===== config.mk =====
export PLATFORM = sky130hd
export DESIGN_NAME = lhi_host_port
export DESIGN_NICKNAME = d
export VERILOG_FILES = /design/src/lhi_pkg.sv /design/src/lhi_word_if.sv /design/src/lhi_host_port.sv /design/src/lhi_buf.sv /design/src/lhi_front.sv
export SDC_FILE = /design/constraint.sdc
export NUM_CORES = 2
export LEC_CHECK = 0
export BUFFER_PORTS_ARGS = -buffer_cell sky130_fd_sc_hd__clkbuf_2
export CORE_ASPECT_RATIO = 1.4
export CORE_MARGIN = 2
export CORE_UTILIZATION = 45
export DETAILED_ROUTE_END_ITERATION = 6
export GPL_ROUTABILITY_DRIVEN = 0
export SLEW_MARGIN = 20
export SYNTH_ARGS = -nofsm -noshare
export SYNTH_HDL_FRONTEND = slang
export SYNTH_SLANG_ARGS = --single-unit

===== constraint.sdc =====
create_clock -name sys_clk -period 13.75 [get_ports sys_clk]
set_clock_uncertainty 0.15 [all_clocks]
set_input_delay 0.6875 -clock sys_clk [delete_from_list [all_inputs] [get_ports sys_clk]]
set_output_delay 0.6875 -clock sys_clk [all_outputs]
set_load 0.01 [all_outputs]

===== src/lhi_pkg.sv =====
package lhi_pkg;

  ////////////////////////////////////////////////////////////////////////////
  // Clock and timing
  localparam int CLK_HZ        = 25_000_000;
  localparam int CLK_MHZ       = CLK_HZ / 1_000_000;
  localparam int EXEC_NS       = 40_000;
  localparam int EXEC_CYC      = (EXEC_NS * CLK_MHZ + 999) / 1000;
  localparam int CLEAR_NS      = 1_640_000;
  localparam int CLEAR_CYC     = (CLEAR_NS * CLK_MHZ + 999) / 1000;
  localparam int BUSY_CNT_W    = 17;

  ////////////////////////////////////////////////////////////////////////////
  // Interface mode pins {hi, lo}
  localparam logic [1:0] MODE_SER_A = 2'h0;
  localparam logic [1:0] MODE_SER_B = 2'h1;
  localparam logic [1:0] MODE_BUS4  = 2'h2;
  localparam logic [1:0] MODE_BUS8  = 2'h3;
  localparam logic [3:0] SER_LAST   = 4'h8;

  ////////////////////////////////////////////////////////////////////////////
  // Memory geometry
  localparam int         LINES       = 5;
  localparam int         COLS        = 12;
  localparam int         DISP_CELLS  = LINES * COLS;
  localparam int         GLYPH_WORDS = 32;
  localparam int         ICON_WORDS  = 8;
  localparam int         ANN_WORDS   = 2;
  localparam logic [2:0] LAST_LINE   = 3'h4;
  localparam logic [3:0] LAST_COL    = 4'hb;

  ////////////////////////////////////////////////////////////////////////////
  // Instruction encodings
  localparam logic [7:0] OP_CLEAR    = 8'h01;
  localparam int         OP_DISP_BIT = 7;
  localparam int         OP_GLYPH_BIT = 6;
  localparam int         OP_ICON_BIT = 5;
  localparam int         OP_ANN_BIT  = 4;
  localparam int         OP_MODE_BIT = 4;
  localparam int         OP_DIR_BIT  = 3;
  localparam int         OP_LINES_BIT = 2;
  localparam int         OP_START_BIT = 3;
  localparam logic [7:0] CLEAR_CHAR  = 8'h20;

  ////////////////////////////////////////////////////////////////////////////
  // Reset values
  localparam logic       RST_DIR_UP  = 1'b1;
  localparam logic [7:0] RST_CHAR    = 8'h00;

  typedef enum logic [1:0] {TGT_DISP, TGT_GLYPH, TGT_ICON, TGT_ANN} lhi_tgt_t;

  typedef struct packed {
    logic       rs;
    logic [7:0] data;
  } lhi_word_t;

endpackage : lhi_pkg


===== src/lhi_word_if.sv =====
`timescale 1ns/1ps
`default_nettype none
interface lhi_word_if;
  import lhi_pkg::*;
  logic      valid;
  logic      ready;
  lhi_word_t word;
  modport src (output valid, output word, input ready);
  modport snk (input valid, input word, output ready);
endinterface : lhi_word_if
`default_nettype wire


===== src/lhi_host_port.sv =====
// How it works
// - Serial, 4-bit or 8-bit host bus
// - Two 8-bit host registers only
// - Instruction register cannot be read back
// - Data writes copied into addressed memory
// - Address set prefetches byte into holder
// - Each data read refills from next address
// - Select/direction decode: instr, status, data
// - Busy blocks acceptance of next instruction
// - Address set loads counter and target
// - Counter steps by one after access
// - Five lines of twelve, stride sixteen
// - One or two lines, same map
// - Selectable display start line
// - Reset pin initialises everything
// - Strap reverses segment numbering
`timescale 1ns/1ps
`default_nettype none
module lhi_host_port #(
  parameter int EXEC_CYCLES  = lhi_pkg::EXEC_CYC,
  parameter int CLEAR_CYCLES = lhi_pkg::CLEAR_CYC,
  parameter int BUF_DEPTH    = 2
) (
  input  wire logic       sys_clk,
  input  wire logic       srst,
  input  wire logic       ce,
  input  wire logic       interface_select_hi,
  input  wire logic       interface_select_lo,
  input  wire logic       register_select_line,
  input  wire logic       read_write_line,
  input  wire logic       enable_strobe,
  input  wire logic [7:0] bus_data_in,
  output logic      [7:0] bus_data_out,
  output logic            bus_data_oe,
  input  wire logic       serial_cs_n,
  input  wire logic       serial_clk,
  input  wire logic       serial_data,
  input  wire logic       segment_order_strap,
  input  wire logic       scan_row,
  input  wire logic [3:0] scan_col,
  output logic      [7:0] scan_char,
  output logic            seg_reversed,
  output logic            two_lines,
  output logic      [2:0] start_line,
  output logic            busy_flag
);
  import lhi_pkg::*;

  if (EXEC_CYCLES < 1 || CLEAR_CYCLES < 1 || CLEAR_CYCLES >= 2**BUSY_CNT_W
      || EXEC_CYCLES >= 2**BUSY_CNT_W) begin : g_chk
    $error("lhi_host_port: busy cycle counts out of range");
  end

  localparam logic [BUSY_CNT_W-1:0] EXEC_LAST  = BUSY_CNT_W'(EXEC_CYCLES - 1);
  localparam logic [BUSY_CNT_W-1:0] CLEAR_LAST = BUSY_CNT_W'(CLEAR_CYCLES - 1);

  typedef struct packed {
    logic [DISP_CELLS-1:0][7:0]  disp;
    logic [GLYPH_WORDS-1:0][4:0] glyph;
    logic [ICON_WORDS-1:0][4:0]  icon;
    logic [ANN_WORDS-1:0][4:0]   ann;
    lhi_tgt_t                    tgt;
    logic [6:0]                  ac;
    logic [7:0]                  dr;
    logic                        dir_up;
    logic                        two_lines;
    logic [2:0]                  start_line;
    logic                        seg_reversed;
    logic                        busy;
    logic [BUSY_CNT_W-1:0]       busy_cnt;
    logic                        busy_flag;
    logic [7:0]                  bus_data_out;
    logic                        bus_data_oe;
    logic [7:0]                  scan_char;
  } lhi_state_t;

  lhi_state_t st;
  lhi_state_t next_st;

  ////////////////////////////////////////////////////////////////////////////
  // Front end and command buffer

  lhi_word_if wr_a ();
  lhi_word_if wr_b ();
  logic       rd_done;
  logic       low_phase;
  logic [1:0] mode;

  assign mode = {interface_select_hi, interface_select_lo};

  lhi_front u_front (
    .sys_clk   (sys_clk),
    .srst      (srst),
    .ce        (ce),
    .mode      (mode),
    .rs        (register_select_line),
    .rw        (read_write_line),
    .en        (enable_strobe),
    .db_in     (bus_data_in),
    .ser_cs_n  (serial_cs_n),
    .ser_clk   (serial_clk),
    .ser_data  (serial_data),
    .wr        (wr_a.src),
    .rd_done   (rd_done),
    .low_phase (low_phase)
  );

  lhi_buf #(
    .DEPTH (BUF_DEPTH)
  ) u_buf (
    .sys_clk (sys_clk),
    .srst    (srst),
    .ce      (ce),
    .in_w    (wr_a.snk),
    .out_w   (wr_b.src)
  );

  // Core takes a word only when idle; pending words wait in the buffer
  assign wr_b.ready = ce & ~st.busy;

  ////////////////////////////////////////////////////////////////////////////
  // Helpers

  // {valid, index} of a display address; columns 12..15 of a line are holes
  function automatic logic [6:0] disp_idx(input logic [6:0] a);
    logic [2:0] ln;
    logic [3:0] col;
    ln  = a[6:4];
    col = a[3:0];
    disp_idx = {(ln <= LAST_LINE) && (col <= LAST_COL),
                6'(ln) * 6'd12 + 6'(col)};
  endfunction : disp_idx

  function automatic logic [7:0] mem_rd(input lhi_state_t s, input lhi_tgt_t t,
                                        input logic [6:0] a);
    logic [6:0] di;
    di     = disp_idx(a);
    mem_rd = 8'h00;
    unique case (t)
      TGT_DISP:  mem_rd = di[6] ? s.disp[di[5:0]] : 8'h00;
      TGT_GLYPH: mem_rd = {3'h0, s.glyph[a[4:0]]};
      TGT_ICON:  mem_rd = {3'h0, s.icon[a[2:0]]};
      TGT_ANN:   mem_rd = {3'h0, s.ann[a[0]]};
    endcase
  endfunction : mem_rd

  function automatic logic [6:0] step(input logic [6:0] a, input logic up);
    step = up ? 7'(a + 7'h01) : 7'(a - 7'h01);
  endfunction : step

  ////////////////////////////////////////////////////////////////////////////
  // Core engine

  logic [7:0] op;
  logic [6:0] wi;
  logic [6:0] si;
  logic [2:0] sl;
  logic [3:0] sc;
  logic [7:0] status;
  logic [7:0] rd_byte;

  always_comb begin
    next_st = st;
    op      = wr_b.word.data;
    wi      = disp_idx(st.ac);
    si      = 7'h00;
    sl      = 3'h0;
    sc      = 4'h0;
    status  = 8'h00;
    rd_byte = 8'h00;

    // Strap is static, so sampling it every cycle is enough
    next_st.seg_reversed = segment_order_strap;

    if (st.busy) begin
      if (st.busy_cnt == '0) begin
        next_st.busy = 1'b0;
      end else begin
        next_st.busy_cnt = st.busy_cnt - 1'b1;
      end
    end

    if (rd_done) begin
      next_st.ac = step(st.ac, st.dir_up);
      next_st.dr = mem_rd(st, st.tgt, step(st.ac, st.dir_up));
    end

    if (wr_b.valid && wr_b.ready) begin
      next_st.busy     = 1'b1;
      next_st.busy_cnt = EXEC_LAST;
      if (wr_b.word.rs) begin
        next_st.dr = op;
        unique case (st.tgt)
          TGT_DISP: begin
            if (wi[6]) begin
              next_st.disp[wi[5:0]] = op;
            end
          end
          TGT_GLYPH: next_st.glyph[st.ac[4:0]] = op[4:0];
          TGT_ICON:  next_st.icon[st.ac[2:0]]  = op[4:0];
          TGT_ANN:   next_st.ann[st.ac[0]]     = op[4:0];
        endcase
        next_st.ac = step(st.ac, st.dir_up);
      end else if (op[OP_DISP_BIT]) begin
        next_st.tgt = TGT_DISP;
        next_st.ac  = op[6:0];
        next_st.dr  = mem_rd(st, TGT_DISP, op[6:0]);
      end else if (op[OP_GLYPH_BIT]) begin
        next_st.tgt = TGT_GLYPH;
        next_st.ac  = {2'h0, op[4:0]};
        next_st.dr  = mem_rd(st, TGT_GLYPH, {2'h0, op[4:0]});
      end else if (op[OP_ICON_BIT]) begin
        next_st.tgt = op[OP_ANN_BIT] ? TGT_ANN : TGT_ICON;
        next_st.ac  = {4'h0, op[2:0]};
        next_st.dr  = mem_rd(st, next_st.tgt, {4'h0, op[2:0]});
      end else if (op[OP_MODE_BIT]) begin
        next_st.dir_up    = op[OP_DIR_BIT];
        next_st.two_lines = op[OP_LINES_BIT];
      end else if (op[OP_START_BIT]) begin
        if (op[2:0] <= LAST_LINE) begin
          next_st.start_line = op[2:0];
        end
      end else if (op == OP_CLEAR) begin
        next_st.disp     = {DISP_CELLS{CLEAR_CHAR}};
        next_st.ac       = 7'h00;
        next_st.tgt      = TGT_DISP;
        next_st.dir_up   = RST_DIR_UP;
        next_st.busy_cnt = CLEAR_LAST;
      end
    end

    // Pending buffered words count as busy so a poller never overruns
    next_st.busy_flag = next_st.busy | wr_a.valid | wr_b.valid;

    // Status never shows the instruction register, only flag and counter
    status  = {st.busy_flag, st.ac};
    rd_byte = register_select_line ? st.dr : status;
    next_st.bus_data_oe = mode[1] & read_write_line & enable_strobe;
    if (mode == MODE_BUS8) begin
      next_st.bus_data_out = rd_byte;
    end else begin
      next_st.bus_data_out = {low_phase ? rd_byte[3:0] : rd_byte[7:4],
                              4'h0};
    end

    // Panel scan: in two-line mode row 1 is the line after the start line, wrapping at five; otherwise it repeats the start line
    sl = (scan_row && st.two_lines) ? 3'(st.start_line + 3'h1) : st.start_line;
    if (sl > LAST_LINE) begin
      sl = 3'(sl - 3'h5);
    end
    sc = st.seg_reversed ? 4'(LAST_COL - scan_col) : scan_col;
    si = disp_idx({sl, sc});
    next_st.scan_char = (si[6] && scan_col <= LAST_COL) ?
                        st.disp[si[5:0]] : 8'h00;
  end

  always_ff @(posedge sys_clk) begin
    if (srst) begin
      st        <= '0;
      st.dir_up <= RST_DIR_UP;
      st.disp   <= {DISP_CELLS{RST_CHAR}};
    end else if (ce) begin
      st <= next_st;
    end
  end

  ////////////////////////////////////////////////////////////////////////////
  // Outputs, all straight from state

  assign bus_data_out = st.bus_data_out;
  assign bus_data_oe  = st.bus_data_oe;
  assign scan_char    = st.scan_char;
  assign seg_reversed = st.seg_reversed;
  assign two_lines    = st.two_lines;
  assign start_line   = st.start_line;
  assign busy_flag    = st.busy_flag;
endmodule : lhi_host_port
`default_nettype wire


===== src/lhi_buf.sv =====
`timescale 1ns/1ps
`default_nettype none
module lhi_buf #(
  parameter int DEPTH = 2
) (
  input  wire logic sys_clk,
  input  wire logic srst,
  input  wire logic ce,
  lhi_word_if.snk   in_w,
  lhi_word_if.src   out_w
);
  import lhi_pkg::*;
  localparam int AW = (DEPTH > 1) ? $clog2(DEPTH) : 1;

  if (DEPTH < 2 || (DEPTH & (DEPTH - 1)) != 0) begin : g_chk
    $error("lhi_buf: DEPTH must be a power of two, at least 2");
  end

  typedef struct packed {
    logic [DEPTH-1:0][8:0] mem;
    logic [AW-1:0]         rd;
    logic [AW:0]           cnt;
  } lhi_buf_t;

  lhi_buf_t st;
  lhi_buf_t next_st;
  logic     push;
  logic     pop;

  ////////////////////////////////////////////////////////////////////////////
  always_comb begin
    next_st = st;
    push    = in_w.valid & in_w.ready & ce;
    pop     = out_w.valid & out_w.ready & ce;
    if (push) begin
      next_st.mem[AW'(st.rd + st.cnt[AW-1:0])] = in_w.word;
    end
    if (pop) begin
      next_st.rd = AW'(st.rd + 1'b1);
    end
    next_st.cnt = (AW+1)'(st.cnt + push - pop);
  end

  always_ff @(posedge sys_clk) begin
    if (srst) begin
      st <= '0;
    end else if (ce) begin
      st <= next_st;
    end
  end

  // Full refuses upstream, so the front end holds its word instead of losing it
  assign in_w.ready  = (st.cnt != (AW+1)'(DEPTH));
  assign out_w.valid = (st.cnt != '0);
  assign out_w.word  = st.mem[st.rd];
endmodule : lhi_buf
`default_nettype wire


===== src/lhi_front.sv =====
`timescale 1ns/1ps
`default_nettype none
module lhi_front (
  input  wire logic       sys_clk,
  input  wire logic       srst,
  input  wire logic       ce,
  input  wire logic [1:0] mode,
  input  wire logic       rs,
  input  wire logic       rw,
  input  wire logic       en,
  input  wire logic [7:0] db_in,
  input  wire logic       ser_cs_n,
  input  wire logic       ser_clk,
  input  wire logic       ser_data,
  lhi_word_if.src         wr,
  output logic            rd_done,
  output logic            low_phase
);
  import lhi_pkg::*;

  typedef struct packed {
    logic      en_q;
    logic      sck_q;
    logic      nib;
    logic [3:0] hold;
    logic      pend;
    lhi_word_t word;
    logic [3:0] cnt;
    logic [7:0] sh;
    logic      rd_done;
  } lhi_front_t;

  lhi_front_t st;
  lhi_front_t next_st;
  logic       fall;
  logic       rise;
  logic       free;
  logic       four;

  ////////////////////////////////////////////////////////////////////////////
  always_comb begin
    next_st         = st;
    fall            = st.en_q & ~en;
    rise            = ~st.sck_q & ser_clk;
    four            = (mode == MODE_BUS4);
    free            = ~st.pend | wr.ready;
    next_st.en_q    = en;
    next_st.sck_q   = ser_clk;
    next_st.rd_done = 1'b0;
    if (wr.ready) begin
      next_st.pend = 1'b0;
    end
    if (mode[1]) begin
      next_st.cnt = '0;
      if (fall && rw) begin
        if (four && !st.nib) begin
          next_st.nib = 1'b1;
        end else begin
          next_st.nib     = 1'b0;
          next_st.rd_done = rs;
        end
      end else if (fall) begin
        if (four && !st.nib) begin
          next_st.nib  = 1'b1;
          next_st.hold = db_in[7:4];
        end else begin
          next_st.nib = 1'b0;
          if (free) begin
            next_st.pend      = 1'b1;
            next_st.word.rs   = rs;
            next_st.word.data = four ? {st.hold, db_in[7:4]} : db_in;
          end
        end
      end
    end else begin
      next_st.nib = 1'b0;
      if (ser_cs_n) begin
        next_st.cnt = '0;
      end else if (rise) begin
        next_st.sh = {st.sh[6:0], ser_data};
        if (st.cnt == SER_LAST) begin
          next_st.cnt = '0;
          if (free) begin
            next_st.pend = 1'b1;
            next_st.word = {st.sh, ser_data};
          end
        end else begin
          next_st.cnt = st.cnt + 4'h1;
        end
      end
    end
  end

  always_ff @(posedge sys_clk) begin
    if (srst) begin
      st <= '0;
    end else if (ce) begin
      st <= next_st;
    end
  end

  assign wr.valid  = st.pend;
  assign wr.word   = st.word;
  assign rd_done   = st.rd_done;
  assign low_phase = st.nib;
endmodule : lhi_front
`default_nettype wire


==> flow_metrics.env <==
export IMPL_ys_seq_elements=800
export IMPL_drv_slew=0
export IMPL_initial_core_util=0.453
export IMPL_syn_inst=4927
export IMPL_slew_limit_headroom=0.216
export IMPL_synth_top_family_by_area="multiplexers"
export IMPL_antenna_found_initial=7
export IMPL_ys_warn_count=0
export IMPL_ir_drop_uv=99.2
export IMPL_synth_edf_count=0
export IMPL_wl_per_cell_um=28.9
export IMPL_dp_hpwl_mm=116
export IMPL_num_fill_cells=9623
export IMPL_synth_compound_area_frac=0.183
export IMPL_clkTransAtPathRegs_ns=0.06
export IMPL_cp_depth=17
export IMPL_vias=41700
export IMPL_die_h_um=384
export IMPL_whs_path_depth=3
export IMPL_path_cells="inv_1 > fa_4 > nand2b_1 > a21oi_1 > xnor2_1 > inv_1 > ha_2 > inv_1 > fa_2 > buf_4 > mux2i_1 > nor2_1 > or4_1 > nor3_1 > o31ai_1 > a221oi_1 > a211oi_1"
export IMPL_rr_worst_depth=17
export IMPL_tritoncts="built"
export IMPL_max_freq_ghz=0.152
export IMPL_synth_xor_area_frac=0.00772
export IMPL_yosysUniqueCellTypes=84
export IMPL_pin_count=48
export IMPL_cts_setup_buffers=0
export IMPL_worst_path_most_repeated_cell="inv_1"
export IMPL_critPathBufInv=4
export IMPL_drv_cap=0
export IMPL_ys_top_cells_by_area="dfxtp_1 (35%), mux4_2 (19%), nor2_1 (7.8%), a22oi_1 (7.0%), mux2i_1 (5.1%)"
export IMPL_clock_sinks=800
export IMPL_critPathCaptureType="flop"
export IMPL_fin_tns_setup_ns=0
export IMPL_wl_mm=177
export IMPL_timing_final_crit_share=0.480
export IMPL_rsz0062_at_grt="no"
export IMPL_cts_root_buffer="clkbuf_16"
export IMPL_dieArea_mm2=0.106
export IMPL_yosys_area_top_type="dfxtp_1"
export IMPL_grt_pass1_wl_mm=262
export IMPL_clockBufferDepth=3
export IMPL_netlist_area_mm2=0.0463
export IMPL_slowest_stage="dfxtp_4"
export IMPL_start_kind="flop"
export IMPL_ys_flop_type="dfxtp_1"
export IMPL_clkLatencyLatePin_ns=0.70
export IMPL_via_per_inst=6.80
export IMPL_fp_dieW_um=275
export IMPL_status="complete, no violations"
export IMPL_drt_first_pass_iters=6
export IMPL_path_class="reg -> reg"
export IMPL_ys_seq_area_frac=0.346
export IMPL_cts_resized=0
export IMPL_grt_overflow=0
export IMPL_grt_pass1_vias=39100
export IMPL_drt_iter0_markers=5173
export IMPL_cp_slowest_stage_delay_ns=0.86
export IMPL_setup_violations=0
export IMPL_cp_arrival_ns=6.98
export IMPL_path_delay_family="adder cells"
export IMPL_grtUsageTotal=0.330
export IMPL_drcViolationCount=0
export IMPL_synthMuxAreaShare=0.247
export IMPL_yosysMostFrequentCell="nor2_1"
export IMPL_core_area_mm2=0.102
export IMPL_synth_nets=4991
export IMPL_synth_adder_area_share=0.0120
export IMPL_hold_viol_final=0
export IMPL_synth_area_per_cell_um2=9.40
export IMPL_power_density_mw_per_mm2=102
export IMPL_period_needed_ns=6.59
export IMPL_synthArstFlopShare=0
export IMPL_synth_simple_gate_area_frac=0.151
export IMPL_syn2layout_area_growth_pct=8.31
export IMPL_rows=139
export IMPL_cts_htree_levels=3
export IMPL_cts_made_buffers=86
export IMPL_portBuffers=47
export IMPL_final_net_count=4781
export IMPL_critPathRequiredTime_ns=14.13
export IMPL_place_worst_setup_slack_ns=7.34
export IMPL_fin_ws_ns=7.16
export IMPL_grt_max_degree=200
export IMPL_power_leakage_nw=17.1
export IMPL_ctsHoldBuffers=0
export IMPL_ys_top_cells_by_count="nor2_1 (959), dfxtp_1 (800), nand2_1 (481), a22oi_1 (429), mux4_2 (395)"
export IMPL_drive_gt1_frac=0.167
export IMPL_antenna_left=0
export IMPL_tightest_slew_ns=1.18
export IMPL_worstPathMaxFanout=38
export IMPL_min_delay_path_class="in -> reg"
export IMPL_yosysTopAreaCellShare=0.346
[worst paths after layout]
path                        from            to  slack [ns]
max                       st[50]        st[42]        7.16
min          segment_order_strap  seg_reversed        0.12
max reg2reg               st[50]        st[42]        7.16
min reg2reg          bus_data_oe   bus_data_oe        0.31
[layer usage]
layer,part of all wire,global-route usage
met5,0.00023,0
met3,0.091,0.0670
met4,0.093,0.254
met1,0.36,0.398
met2,0.46,0.516
[tightest hold or removal path, stage by stage]
cell and delay [ns]:
clkbuf_2 0.08, mux2i_1 0.06, nor2_1 0.08
[through the flow]
step	utilization	std cells	total power, mW	hold slack (ns)	cell area, um^2
2_1_floorplan	-	4927	2.56	0.286	46300
3_3_place_gp	0.461	5968	2.64	0.300	47200
3_5_place_dp	0.461	5968	2.64	0.307	47200
4_1_cts	0.490	6124	5.11	0.110	50200
5_1_grt	0.491	6124	5.22	0.117	50200
6_report	0.491	6125	5.10	0.120	50200
[registers in the layout, indices dropped and copies added, names as in the netlist, 3 cells and up]
signal	flops
u_front.st	18
bus_data_out	8
scan_char	8
u_buf.st	21
st	726
u_front.wr.word	9
start_line	3
[cell families after synthesis]
group                    Yosys count
AND/OR/NAND/NOR                 1709
AO/OA/AOI/OAI                   1157
flip-flops                       800
multiplexers                     645
buffers and inverters            537
XOR/XNOR                          40
adder cells (fa/ha/maj)           39
[area by class of cell]
type	count	area (um^2)	area share
timing repair buffer	137	1020	0.0203
clock buffer	118	2510	0.0500
tap	1339	1680	0.0334
inverter	102	383	0.00763
multi-input combinational	3590	28100	0.560
clock inverter	38	483	0.00963
sequential	800	16000	0.319
antenna	1	2.50	0.0000499
[cell usage in the layout, fill, tap and decap left out, types with 15 or more instances in the layout]
master	n
a311oi_1	42
nor2_1	951
a221oi_1	72
clkbuf_16	90
or3_1	16
nand4_1	19
clkbuf_8	15
mux4_2	395
buf_4	82
o21ai_2	60
o21ai_0	55
a22oi_1	429
mux2i_1	232
nand3_1	89
a31oi_1	45
nand2_1	481
clkinv_2	16
a211oi_1	177
xnor2_1	18
clkbuf_2	46
nor3_1	39
inv_1	99
dfxtp_1	799
and3_1	46
a21oi_1	155
ha_1	27
[power breakdown]
group          switching (mW)  internal [mW]  total, mW
Combinational           0.188         0.0800      0.268
Clock                    1.04           1.46       2.50
Sequential            0.00621           2.32       2.33
Total                    1.23           3.87       5.10
Power figures use the tool's default switching activity.
